==> src/verilog/pvs_pkg.sv <==
package pvs_pkg;

	// Register addresses on the management interface
	localparam logic [4:0] REG_CFG   = 5'h12;
	localparam logic [4:0] REG_INT   = 5'h15;
	localparam logic [4:0] REG_RXERR = 5'h16;
	localparam logic [4:0] REG_DISC  = 5'h17;

	// Configuration/status register fields
	localparam int CFG_LINK_PULSE = 14;
	localparam int CFG_HEARTBEAT  = 13;
	localparam int CFG_SQUELCH    = 12;
	localparam int CFG_JABBER     = 11;
	localparam int CFG_SERIAL     = 10;
	localparam int CFG_POLARITY   = 0;

	// Interrupt register fields
	localparam int INT_PENDING     = 15;
	localparam int INT_DUPLEX_MASK = 11;
	localparam int INT_SPEED_MASK  = 10;
	localparam int INT_LINK_MASK   = 9;
	localparam int INT_MASTER_MASK = 8;
	localparam int INT_DUPLEX_CHG  = 4;
	localparam int INT_SPEED_CHG   = 3;
	localparam int INT_LINK_CHG    = 2;
	localparam int INT_STATUS      = 0;

	// Values after reset
	localparam logic RST_LINK_PULSE = 1'b1;
	localparam logic RST_HEARTBEAT  = 1'b1;
	localparam logic RST_SQUELCH    = 1'b1;
	localparam logic RST_JABBER     = 1'b1;
	localparam logic RST_SERIAL     = 1'b0;
	localparam logic RST_MASK       = 1'b1;

	// Management frame layout, in clock-edge counts
	localparam logic [5:0] PREAMBLE_ONES = 6'h20;
	localparam logic [4:0] HDR_LAST      = 5'h0b;
	localparam logic [4:0] WR_LAST       = 5'h11;
	localparam logic [4:0] RD_LAST       = 5'h11;
	localparam logic [1:0] OP_READ       = 2'h2;
	localparam logic [1:0] OP_WRITE      = 2'h1;

endpackage

==> src/verilog/pvs_mdio.sv <==
`timescale 1ns/1ps
module pvs_mdio (
	input  wire logic        clk,       // Device clock
	input  wire logic        nrst,      // Async reset, active low
	input  wire logic        mdc,       // Management clock pin
	input  wire logic        mdio_i,    // Management data pin in
	input  wire logic [4:0]  phy_addr,  // Address strap pins
	input  wire logic [15:0] rd_data,   // Read value of addressed reg
	input  wire logic        rd_hit,    // Address belongs to this block
	output logic             mdio_o,    // Management data out
	output logic             mdio_oe,   // Management data enable
	output logic             rd_stb,    // Read request pulse
	output logic             wr_stb,    // Write request pulse
	output logic [4:0]       reg_addr,  // Register address of frame
	output logic [15:0]      wr_data    // Write value
);
	typedef enum logic [2:0] {
		PVS_PRE, PVS_START, PVS_HDR, PVS_RD, PVS_WR
	} pvs_mdio_state_e;

	pvs_mdio_state_e state_r;
	logic [2:0]  mdc_sync_r;
	logic [1:0]  mdio_sync_r;
	logic [4:0]  addr_s1_r;
	logic [4:0]  addr_s2_r;
	logic [5:0]  ones_r;
	logic [4:0]  cnt_r;
	logic [15:0] sh_r;
	logic        hit_r;
	logic        bit_in;
	logic        edge_rise;
	logic [15:0] sh_in;

	// Pins pass two flops; the third only delays mdc for edge finding
	always_ff @(posedge clk or negedge nrst)
		if (!nrst)
		begin
			mdc_sync_r  <= 3'h0;
			mdio_sync_r <= 2'h0;
			addr_s1_r   <= 5'h00;
			addr_s2_r   <= 5'h00;
		end
		else
		begin
			mdc_sync_r  <= {mdc_sync_r[1:0], mdc};
			mdio_sync_r <= {mdio_sync_r[0], mdio_i};
			addr_s1_r   <= phy_addr;
			addr_s2_r   <= addr_s1_r;
		end

	assign edge_rise = mdc_sync_r[1] & ~mdc_sync_r[2];
	assign bit_in    = mdio_sync_r[1];
	assign sh_in     = {sh_r[14:0], bit_in};

	always_ff @(posedge clk or negedge nrst)
		if (!nrst)
		begin
			state_r  <= PVS_PRE;
			ones_r   <= 6'h00;
			cnt_r    <= 5'h00;
			sh_r     <= 16'h0000;
			hit_r    <= 1'b0;
			mdio_o   <= 1'b0;
			mdio_oe  <= 1'b0;
			rd_stb   <= 1'b0;
			wr_stb   <= 1'b0;
			reg_addr <= 5'h00;
			wr_data  <= 16'h0000;
		end
		else
		begin
			rd_stb <= 1'b0;
			wr_stb <= 1'b0;
			if (state_r == PVS_RD && rd_stb)
			begin
				sh_r  <= rd_data;
				hit_r <= rd_hit;
			end
			if (edge_rise)
			begin
				unique case (state_r)
					PVS_PRE:
						if (bit_in)
						begin
							if (ones_r != pvs_pkg::PREAMBLE_ONES)
								ones_r <= ones_r + 6'h01;
						end
						else if (ones_r == pvs_pkg::PREAMBLE_ONES)
							state_r <= PVS_START;
						else
							ones_r <= 6'h00;
					PVS_START:
					begin
						ones_r  <= 6'h00;
						cnt_r   <= 5'h00;
						state_r <= bit_in ? PVS_HDR : PVS_PRE;
					end
					PVS_HDR:
					begin
						sh_r  <= sh_in;
						cnt_r <= cnt_r + 5'h01;
						if (cnt_r == pvs_pkg::HDR_LAST)
						begin
							cnt_r    <= 5'h00;
							reg_addr <= sh_in[4:0];
							state_r  <= PVS_PRE;
							if (sh_in[9:5] == addr_s2_r)
							begin
								if (sh_in[11:10] == pvs_pkg::OP_READ)
								begin
									state_r <= PVS_RD;
									rd_stb  <= 1'b1;
								end
								else if (sh_in[11:10] == pvs_pkg::OP_WRITE)
									state_r <= PVS_WR;
							end
						end
					end
					PVS_RD:
					begin
						cnt_r <= cnt_r + 5'h01;
						if (cnt_r == 5'h00)
						begin
							mdio_oe <= hit_r;
							mdio_o  <= 1'b0;
						end
						else if (cnt_r == pvs_pkg::RD_LAST)
						begin
							mdio_oe <= 1'b0;
							mdio_o  <= 1'b0;
							state_r <= PVS_PRE;
						end
						else
						begin
							mdio_o <= sh_r[15];
							sh_r   <= {sh_r[14:0], 1'b0};
						end
					end
					PVS_WR:
					begin
						sh_r  <= sh_in;
						cnt_r <= cnt_r + 5'h01;
						if (cnt_r == pvs_pkg::WR_LAST)
						begin
							wr_data <= sh_in;
							wr_stb  <= 1'b1;
							state_r <= PVS_PRE;
						end
					end
				endcase
			end
		end
endmodule

==> src/verilog/pvs_phy_vendor_status_regs.sv <==
// What this block does
// - Link pulse enable resets 1; at 0 pulses stop and link forced good at 10M only
// - Heartbeat enable resets 1; ignored while running full duplex
// - Squelch bit resets 1; 1 normal threshold, 0 low threshold
// - Jabber enable resets 1; acts in 10M full duplex or loopback
// - Serial select resets 0 (nibble); 1 picks seven-wire, never at 100M
// - Reserved configuration bits read zero and ignore writes
// - Polarity flag resets 0, follows reversed polarity seen at 10M
// - Pending bit mirrors interrupt status; interrupt register read clears
// - Duplex change mask resets 1 and blocks duplex change interrupts
// - Speed change mask resets 1 and blocks speed change interrupts
// - Link change mask resets 1 and blocks link change interrupts
// - Master mask resets 1 and blocks every interrupt
// - Duplex change flag latches on change, cleared by interrupt read
// - Speed change flag latches on change, cleared by interrupt read
// - Link change flag latches on change, cleared by interrupt read
// - Status is set when master clear and an unmasked flag set
// - 16-bit receive error counter resets zero, counts each error
// - 8-bit disconnect counter in low byte; upper byte reads zero
`timescale 1ns/1ps
module pvs_phy_vendor_status_regs #(
	parameter int RXERR_W = 16,
	parameter int DISC_W  = 8
) (
	input  wire logic       clk,                    // 40 MHz clock
	input  wire logic       nrst,                   // Async reset, low
	input  wire logic       mdc,                    // Management clock
	input  wire logic       mdio_i,                 // Management data in
	input  wire logic [4:0] phy_addr,               // Address straps
	input  wire logic       full_duplex,            // Running full duplex
	input  wire logic       speed_100,              // Running at 100M
	input  wire logic       loopback,               // Transceiver loopback
	input  wire logic       duplex_status,          // Current duplex
	input  wire logic       speed_status,           // Current speed
	input  wire logic       link_status,            // Current link
	input  wire logic       polarity_reversed_in,   // Receiver sees reversal
	input  wire logic       receive_error_event,    // One-cycle error pulse
	input  wire logic       disconnect_event,       // One-cycle pulse
	output logic            mdio_o,                 // Management data out
	output logic            mdio_oe,                // Management data enable
	output logic            link_pulse_send,        // Send link pulses
	output logic            link_good_forced,       // Force good link
	output logic            heartbeat_on,           // Heartbeat active
	output logic            squelch_low,            // Low squelch level
	output logic            jabber_on,              // Jabber function on
	output logic            seven_wire_serial_mode, // Serial MAC interface
	output logic            management_interrupt_n  // Interrupt pin, low
);
	logic               rd_stb;
	logic               wr_stb;
	logic [4:0]         reg_addr;
	logic [15:0]        wr_data;
	logic [15:0]        rd_data;
	logic               rd_hit;
	logic               link_pulse_enable_r;
	logic               heartbeat_enable_r;
	logic               squelch_normal_r;
	logic               jabber_function_enable_r;
	logic               serial_mode_select_r;
	logic               polarity_reversed_flag_r;
	logic               duplex_change_mask_r;
	logic               speed_change_mask_r;
	logic               link_change_mask_r;
	logic               master_interrupt_mask_r;
	logic               duplex_change_flag_r;
	logic               speed_change_flag_r;
	logic               link_change_flag_r;
	logic               interrupt_status_flag_r;
	logic               duplex_prev_r;
	logic               speed_prev_r;
	logic               link_prev_r;
	logic               armed_r;
	logic [RXERR_W-1:0] rx_err_cnt_r;
	logic [DISC_W-1:0]  disc_cnt_r;
	logic               int_read;
	logic               duplex_chg;
	logic               speed_chg;
	logic               link_chg;
	logic               duplex_flag_nxt;
	logic               speed_flag_nxt;
	logic               link_flag_nxt;
	logic               status_nxt;

	function automatic logic latch_flag(input logic flag, input logic set,
		input logic clr);
		// A new event wins over a clearing read in the same cycle
		latch_flag = set | (flag & ~clr);
	endfunction

	function automatic logic is_ours(input logic [4:0] a);
		is_ours = (a == pvs_pkg::REG_CFG) || (a == pvs_pkg::REG_INT) ||
			(a == pvs_pkg::REG_RXERR) || (a == pvs_pkg::REG_DISC);
	endfunction

	pvs_mdio u_mdio (
		.clk      (clk),
		.nrst     (nrst),
		.mdc      (mdc),
		.mdio_i   (mdio_i),
		.phy_addr (phy_addr),
		.rd_data  (rd_data),
		.rd_hit   (rd_hit),
		.mdio_o   (mdio_o),
		.mdio_oe  (mdio_oe),
		.rd_stb   (rd_stb),
		.wr_stb   (wr_stb),
		.reg_addr (reg_addr),
		.wr_data  (wr_data)
	);

	assign int_read   = rd_stb && (reg_addr == pvs_pkg::REG_INT);
	assign duplex_chg = armed_r && (duplex_status != duplex_prev_r);
	assign speed_chg  = armed_r && (speed_status != speed_prev_r);
	assign link_chg   = armed_r && (link_status != link_prev_r);
	assign duplex_flag_nxt = latch_flag(duplex_change_flag_r, duplex_chg,
		int_read);
	assign speed_flag_nxt  = latch_flag(speed_change_flag_r, speed_chg,
		int_read);
	assign link_flag_nxt   = latch_flag(link_change_flag_r, link_chg,
		int_read);
	assign status_nxt = ~master_interrupt_mask_r &
		((duplex_flag_nxt & ~duplex_change_mask_r) |
		(speed_flag_nxt & ~speed_change_mask_r) |
		(link_flag_nxt & ~link_change_mask_r));

	// Read mux; unlisted and reserved bits stay zero
	always_comb
	begin
		rd_data = 16'h0000;
		rd_hit  = is_ours(reg_addr);
		unique case (reg_addr)
			pvs_pkg::REG_CFG:
			begin
				rd_data[pvs_pkg::CFG_LINK_PULSE] = link_pulse_enable_r;
				rd_data[pvs_pkg::CFG_HEARTBEAT]  = heartbeat_enable_r;
				rd_data[pvs_pkg::CFG_SQUELCH]    = squelch_normal_r;
				rd_data[pvs_pkg::CFG_JABBER]     = jabber_function_enable_r;
				rd_data[pvs_pkg::CFG_SERIAL]     = serial_mode_select_r;
				rd_data[pvs_pkg::CFG_POLARITY]   = polarity_reversed_flag_r;
			end
			pvs_pkg::REG_INT:
			begin
				rd_data[pvs_pkg::INT_PENDING]     = interrupt_status_flag_r;
				rd_data[pvs_pkg::INT_DUPLEX_MASK] = duplex_change_mask_r;
				rd_data[pvs_pkg::INT_SPEED_MASK]  = speed_change_mask_r;
				rd_data[pvs_pkg::INT_LINK_MASK]   = link_change_mask_r;
				rd_data[pvs_pkg::INT_MASTER_MASK] = master_interrupt_mask_r;
				rd_data[pvs_pkg::INT_DUPLEX_CHG]  = duplex_change_flag_r;
				rd_data[pvs_pkg::INT_SPEED_CHG]   = speed_change_flag_r;
				rd_data[pvs_pkg::INT_LINK_CHG]    = link_change_flag_r;
				rd_data[pvs_pkg::INT_STATUS]      = interrupt_status_flag_r;
			end
			pvs_pkg::REG_RXERR:
				rd_data[RXERR_W-1:0] = rx_err_cnt_r;
			pvs_pkg::REG_DISC:
				rd_data[DISC_W-1:0] = disc_cnt_r;
			default:
				rd_data = 16'h0000;
		endcase
	end

	// Configuration bits; reserved positions are simply not stored
	always_ff @(posedge clk or negedge nrst)
		if (!nrst)
		begin
			link_pulse_enable_r      <= pvs_pkg::RST_LINK_PULSE;
			heartbeat_enable_r       <= pvs_pkg::RST_HEARTBEAT;
			squelch_normal_r         <= pvs_pkg::RST_SQUELCH;
			jabber_function_enable_r <= pvs_pkg::RST_JABBER;
			serial_mode_select_r     <= pvs_pkg::RST_SERIAL;
		end
		else if (wr_stb && reg_addr == pvs_pkg::REG_CFG)
		begin
			link_pulse_enable_r      <= wr_data[pvs_pkg::CFG_LINK_PULSE];
			heartbeat_enable_r       <= wr_data[pvs_pkg::CFG_HEARTBEAT];
			squelch_normal_r         <= wr_data[pvs_pkg::CFG_SQUELCH];
			jabber_function_enable_r <= wr_data[pvs_pkg::CFG_JABBER];
			serial_mode_select_r     <= wr_data[pvs_pkg::CFG_SERIAL];
		end

	// Mode outputs toward the 10M line logic
	always_ff @(posedge clk or negedge nrst)
		if (!nrst)
		begin
			link_pulse_send          <= 1'b0;
			link_good_forced         <= 1'b0;
			heartbeat_on             <= 1'b0;
			squelch_low              <= 1'b0;
			jabber_on                <= 1'b0;
			seven_wire_serial_mode   <= 1'b0;
			polarity_reversed_flag_r <= 1'b0;
		end
		else
		begin
			link_pulse_send  <= ~speed_100 & link_pulse_enable_r;
			link_good_forced <= ~speed_100 & ~link_pulse_enable_r;
			heartbeat_on     <= heartbeat_enable_r & ~full_duplex;
			squelch_low      <= ~squelch_normal_r;
			jabber_on        <= jabber_function_enable_r & ~speed_100 &
				(full_duplex | loopback);
			seven_wire_serial_mode <= serial_mode_select_r & ~speed_100;
			polarity_reversed_flag_r <= polarity_reversed_in & ~speed_100;
		end

	// Interrupt masks
	always_ff @(posedge clk or negedge nrst)
		if (!nrst)
		begin
			duplex_change_mask_r    <= pvs_pkg::RST_MASK;
			speed_change_mask_r     <= pvs_pkg::RST_MASK;
			link_change_mask_r      <= pvs_pkg::RST_MASK;
			master_interrupt_mask_r <= pvs_pkg::RST_MASK;
		end
		else if (wr_stb && reg_addr == pvs_pkg::REG_INT)
		begin
			duplex_change_mask_r    <= wr_data[pvs_pkg::INT_DUPLEX_MASK];
			speed_change_mask_r     <= wr_data[pvs_pkg::INT_SPEED_MASK];
			link_change_mask_r      <= wr_data[pvs_pkg::INT_LINK_MASK];
			master_interrupt_mask_r <= wr_data[pvs_pkg::INT_MASTER_MASK];
		end

	// Change detection; first cycle after reset only takes a reference
	always_ff @(posedge clk or negedge nrst)
		if (!nrst)
		begin
			armed_r       <= 1'b0;
			duplex_prev_r <= 1'b0;
			speed_prev_r  <= 1'b0;
			link_prev_r   <= 1'b0;
		end
		else
		begin
			armed_r       <= 1'b1;
			duplex_prev_r <= duplex_status;
			speed_prev_r  <= speed_status;
			link_prev_r   <= link_status;
		end

	// Latched change flags, interrupt status and pin
	always_ff @(posedge clk or negedge nrst)
		if (!nrst)
		begin
			duplex_change_flag_r    <= 1'b0;
			speed_change_flag_r     <= 1'b0;
			link_change_flag_r      <= 1'b0;
			interrupt_status_flag_r <= 1'b0;
			management_interrupt_n  <= 1'b1;
		end
		else
		begin
			duplex_change_flag_r    <= duplex_flag_nxt;
			speed_change_flag_r     <= speed_flag_nxt;
			link_change_flag_r      <= link_flag_nxt;
			interrupt_status_flag_r <= status_nxt;
			management_interrupt_n  <= ~status_nxt;
		end

	// Event counters wrap at full scale
	always_ff @(posedge clk or negedge nrst)
		if (!nrst)
		begin
			rx_err_cnt_r <= '0;
			disc_cnt_r   <= '0;
		end
		else
		begin
			if (receive_error_event)
				rx_err_cnt_r <= rx_err_cnt_r + RXERR_W'(1);
			if (disconnect_event)
				disc_cnt_r <= disc_cnt_r + DISC_W'(1);
		end
endmodule

==> config.mk <==
export PLATFORM = sky130hd
export DESIGN_NAME = pvs_phy_vendor_status_regs
export DESIGN_NICKNAME = d
export VERILOG_FILES = /design/src/verilog/pvs_pkg.sv /design/src/verilog/pvs_mdio.sv /design/src/verilog/pvs_phy_vendor_status_regs.sv
export SDC_FILE = /design/constraint.sdc
export NUM_CORES = 1
export LEC_CHECK = 0
export BUFFER_PORTS_ARGS = -buffer_cell sky130_fd_sc_hd__buf_2
export CAP_MARGIN = 10
export CORE_MARGIN = 2
export CORE_UTILIZATION = 40
export DETAILED_ROUTE_END_ITERATION = 12
export HOLD_SLACK_MARGIN = 0.02
export PLACE_DENSITY = 0.6
export SLEW_MARGIN = 20
export SYNTH_ARGS = -nofsm -noshare
export SYNTH_HDL_FRONTEND = slang
export SYNTH_SLANG_ARGS = --single-unit
==> constraint.sdc <==
create_clock -name clk -period 2.45 [get_ports clk]
set_input_delay 0.245 -clock clk [delete_from_list [all_inputs] [get_ports clk]]
set_output_delay 0.245 -clock clk [all_outputs]
set_load 0.01 [all_outputs]
== Word-level counts from Yosys, hierarchy flattened ==
Cells that the tools add are included.
Cells by class
  reduce and logical (&&, ||, !) cells: 24
  $add $sub $neg: 4
  equal/unequal tests: 24
  bitwise operators: 32
  multiplexer cells: 41
Operator list (number)
  $mux 16: 4
  $pmux 16 s2: 1
  $eq 5x5->1 const B: 5
  $mux 3: 8
  $mux 6: 3
  $add 16x1->16 const B: 1
  $and 1x1->1: 15
  $pmux 3 s5: 1
  $pmux 5 s3: 1
  $mux 1: 12
  $pmux 3 s2: 2
  $pmux 6 s2: 1
  $not 1->1: 11
  $pmux 3 s3: 1
  $reduce_and 3->1: 3
  $add 8x1->8 const B: 1
  $logic_and 1x1->1: 7
  $add 6x1->6 const B: 1
  $eq 3x2->1 const B: 2
  $eq 6x6->1 const B: 1
  $ne 6x6->1 const B: 1
  $or 1x1->1: 6
  $pmux 2 s3: 1
  $add 5x1->5 const B: 1
  25 further kinds: 35
Storage, ports and cells
  input bits: 18
  bits in registers: 119
  output and inout port bits: 9
  logic and storage cells: 167

== Logic depth before layout (Yosys ltp) ==
  depth after elaboration: 10
  mapped depth: 8

== Hierarchy ==
A second synthesis with hierarchy kept.
Unflattened totals
  cells, all modules: 435
  area, all modules: 5579.1 sq um
Modules (own cells, without submodules)
  pvs_mdio: cells an instance 250, seq. area each 1776.7 sq um, times used 1, area each 3334.4 sq um
  pvs_phy_vendor_status_regs: cells an instance 185, seq. area each 1237.4 sq um, times used 1, area each 2244.7 sq um

== Worst setup path before layout ==
OpenSTA, ideal clock, no wires.
  path kind: reg2reg
  from: register u_mdio.cnt_r[1]
  to: register u_mdio.state_r[2]
  data required time: 2.325 ns
  path buffers: 0
  path slack: 0.546 ns
  period minus slack after synthesis: 1.904 ns
  library setup time: 0.125 ns
  data arrival time: 1.778 ns
  stages on the path, launching flop included: 7
  cells stage by stage: dfrtp_1 -> inv_1 -> ha_1 -> nor4bb_1 -> a211oi_1 -> a211o_1 -> mux2_4
On the way
  word-level cells in the longest chain between the ends: 4
Ends and longest elaborated chain
  from (decl): line pvs_mdio.sv:27  | logic [4:0] cnt_r;
  from (signal assigned): line pvs_mdio.sv:101  | cnt_r <= cnt_r + 5'h01;
  from (signal assigned): line pvs_mdio.sv:121  | cnt_r <= cnt_r + 5'h01;
  from (signal assigned): line pvs_mdio.sv:142  | cnt_r <= cnt_r + 5'h01;
  $eq 5x5->1: line pvs_mdio.sv:127, pvs_mdio.sv:143
  $mux 3 (2 in a row)
  $pmux 3 s5
  to (signal assigned): line pvs_mdio.sv:96  | state_r <= bit_in ? PVS_HDR : PVS_PRE;
  to (decl): line pvs_mdio.sv:21  | pvs_mdio_state_e state_r;
Parallel ways exist; a longest one is shown, timed or not. The select of a mux whose other input is x is not followed.
A chain may end at the register's enable or synchronous reset.

== Final worst setup path ==
  from: register u_mdio.cnt_r[3]
  to: register u_mdio.sh_r[2]
On the way
  word-level cells in the longest chain between the ends: 5
Ends and longest elaborated chain
  $eq 5x5->1: line pvs_mdio.sv:127  | else if (cnt_r == pvs_pkg::RD_LAST)
  $mux 16: line pvs_mdio.sv:127
  $mux 16 *: line pvs_mdio.sv:122  | if (cnt_r == 5'h00)
  $pmux 16 s2 *: line pvs_mdio.sv:81  | unique case (state_r)
  $mux 16 *: line pvs_mdio.sv:79  | if (edge_rise)
  to (signal assigned): line pvs_mdio.sv:76  | sh_r <= rd_data;
  to (signal assigned): line pvs_mdio.sv:136  | sh_r <= {sh_r[14:0], 1'b0};
  to (signal assigned): line pvs_mdio.sv:141  | sh_r <= sh_in;
  to (decl): line pvs_mdio.sv:28  | logic [15:0] sh_r;
Every way passes the cells marked *; elsewhere a longest branch is shown, timed or not.

==> results.json <==
{
  "status": "completed",
  "grtUsageTotal_pct": 16.8,
  "worstHoldEndpoint": "heartbeat_on",
  "min-delay-start": "full_duplex",
  "wl_per_cell_um": 15.7,
  "seqCellArea_um2": 2790,
  "final-hold-violation-count": 0,
  "clock_latency_ns": 0.36,
  "synthArstFlopShare_pct": 100,
  "setup.worst_path.start_class": "register",
  "reg2regPathDepth": 5,
  "synth_top_area_cell": "dfrtp_1",
  "drt_pre_antenna_iters": 4,
  "seq_area_frac_synth_pct": 54.7,
  "crit_type": "reg -> reg",
  "rsz0062_at_grt": "no",
  "filler_cell_count": 1183,
  "clk_path_buf_depth": 2,
  "end_kind": "register",
  "nets": 519,
  "ys_ff_latch": 111,
  "synth_edf_count": 0,
  "vias": 3490,
  "drt-met1-wl_um": 4880,
  "routed_wl_um": 10600,
  "postSynthCellCount": 450,
  "synthesis.area_um2": 5100,
  "viasPerCell": 5.20,
  "multiInputGateArea_um2": 2190,
  "power.density_nw_per_um2": 660,
  "die_h_um": 117,
  "setup_viol": 0,
  "crit_start": "u_mdio.cnt_r[3]",
  "synth_top_area_share_pct": 50.0,
  "path_clk_slew_ns": 0.08,
  "grt-ovfl-total": 0,
  "final-max-slew-violation-count": 0,
  "r2r_end": "u_mdio.sh_r[2]",
  "ys_warn_count": 0,
  "place_congestion": 0.867,
  "cts_tree": "built",
  "dr_wl_met2_um": 5230,
  "place_worst_setup_slack_ns": 0.469,
  "place_area_um2": 5490,
  "setup_ws_ns": 0.404,
  "max_slew_margin_pct": 54.0,
  "ir_drop_uv": 432,
  "final.min_clock_period_ns": 2.05,
  "power_uw": 3890,
  "worstHoldPathType": "in -> reg",
  "cts_setup_buffers": 0,
  "io_buffers": 26,
  "fmax_mhz": 489,
  "finClkSkew_ns": 0.0123,
  "grt_start_max_net_pins": 53,
  "clkSinkCount": 111,
  "antenna_left": 0,
  "htree_levels": 3,
  "final_area_um2": 5890,
  "whs_ns": 0.0485,
  "cts-buffers-inserted": 9,
  "synth.area.top_cells": "dfrtp_1 50%, mux2_2 8.6%, dfstp_2 4.6%",
  "die_area_um2": 13700,
  "cts_resized": 0,
  "post-dp-hpwl_um": 7510,
  "p_leak_uw": 0.00266,
  "arrival_ns": 2.29,
  "synthesis.nets": 475,
  "tightestPinTransition_ns": 0.685,
  "drt_iter0_drc": 234,
  "start_util_pct": 40.8,
  "reg2reg_slack_ns": 0.40,
  "tns_ns": 0,
  "ios": 27,
  "cp_data_required_time_ns": 2.69,
  "insertedDiodeCount": 0,
  "final.period_utilization_pct": 83.5,
  "clock-root-buffer": "clkbuf_16",
  "r2r-start": "u_mdio.cnt_r[3]",
  "top_layer": "met4",
  "maxCapViolations": 0,
  "wl_met3_um": 278,
  "whs_path_depth": 2,
  "final_layout_size_suffix_gt1_share_pct": 22.2,
  "grt_pass1_vias": 3435,
  "rows": 41,
  "die_x_um": 117,
  "yosysUniqueCellTypes": 56,
  "grt_pass1_wl_um": 17600,
  "crit_fanout": 16,
  "drc_errors": 0,
  "hold_buffers": 11,
  "core-area_um2": 12500,
  "syn_area_per_cell_um2": 11.3,
  "area_growth_syn_to_layout_pct": 15.4,
  "grt_antenna_before_repair": 0,
  "yosys_most_used_dff": "dfrtp_1"
}
-- critical path, cell delays in order, from the launching register on --
cell	delay, ns
dfrtp_1	0.45
or2_2	0.34
o21ai_0	0.37
a21o_1	0.18
buf_4	0.23
mux2_2	0.36
-- power by group --
part	internal (uW)	switching, uW
sequential	1970	166
combinational	169	154
clock	716	712
total	2860	1030
-- flip-flops by register name, summed over array words and instances, names as in the netlist, 2 cells and up --
| register | count |
|---|---|
| u_mdio.addr_s2_r | 5 |
| u_mdio.cnt_r | 5 |
| u_mdio.wr_data | 7 |
| rx_err_cnt_r | 16 |
| u_mdio.mdc_sync_r | 3 |
| u_mdio.state_r | 3 |
| u_mdio.reg_addr | 5 |
| u_mdio.sh_r | 16 |
| disc_cnt_r | 8 |
| u_mdio.addr_s1_r | 5 |
| u_mdio.ones_r | 6 |
| u_mdio.mdio_sync_r | 2 |
-- per-stage QoR --
stage                     util (%)  cells
after floorplan                  -    450
after global placement        43.9    644
after detailed placement      43.9    644
after CTS                     47.1    671
after global routing          47.1    671
final                         47.1    671
-- cell type report --
type,instances,share of cell area [%]
Clock buffer,10,3.89
Clock inverter,6,1.06
Tap cell,172,3.65
Timing Repair Buffer,51,6.12
Inverter,11,0.701
Multi-Input combinational cell,310,37.2
Sequential cell,111,47.3
-- worst max path at each step --
stage                                    to  slack, ns  depth (start not counted)
after floorplan           u_mdio.state_r[2]       0.55                          6
after global placement      u_mdio.cnt_r[0]       0.44                          5
after detailed placement     u_mdio.sh_r[2]       0.47                          5
after CTS                    u_mdio.sh_r[2]       0.44                          5
after global routing         u_mdio.sh_r[3]       0.27                          5
final                        u_mdio.sh_r[2]       0.40                          5
-- layer usage --
metal  up-vias  global-route usage, %
met4         0                   5.02
met2        49                   28.0
met1      1724                   21.9
li1       1703                      -
met3        14                   4.02
met5         -                      0
-- synth_stat cells (4+ instances only) --
master / instances
nand3b_1: 13
xor2_1: 14
inv_1: 11
and3_1: 6
a211oi_1: 8
a31oi_1: 13
nand2_1: 37
dfstp_2: 9
a21oi_1: 10
nand3_1: 17
ha_1: 7
o31ai_1: 6
nand4_1: 8
o21ai_0: 17
o211ai_1: 6
nor2_1: 23
a32oi_1: 4
xnor2_1: 16
clkbuf_1: 12
nand2b_1: 7
mux2_2: 39
dfrtp_1: 102
and3b_1: 6
nor3_1: 6
nor2b_1: 8
-- cell families after synthesis --
logic type      count (synthesis)  share of synthesized area [%]
simple gates                  152                           16.8
flops                         111                           54.7
compound gates                 79                           10.2
mux                            41                           9.10
xor+xnor                       30                           5.15
buf+inv                        29                           2.35
fa+ha+maj                       7                           1.72
other cells                     1                         0.0735
-- layout by cell type (no fill, tap or decap), types with 8 or more instances in the layout --
cell type,synthesis,final
xor2_1,14,14
clkbuf_16,0,9
nand3_1,17,17
nand2_1,37,37
dlygate4sd3_1,0,11
dfstp_2,9,9
buf_4,2,14
xnor2_1,16,16
nor2_1,23,23
a211oi_1,8,8
mux2_2,39,39
dfrtp_1,102,102
a21oi_1,10,10
nor2b_1,8,8
a31oi_1,13,13
buf_2,3,25
nand3b_1,13,13
inv_1,11,11
o21ai_0,17,17
nand4_1,8,8
(Power assumes the default switching activity.)
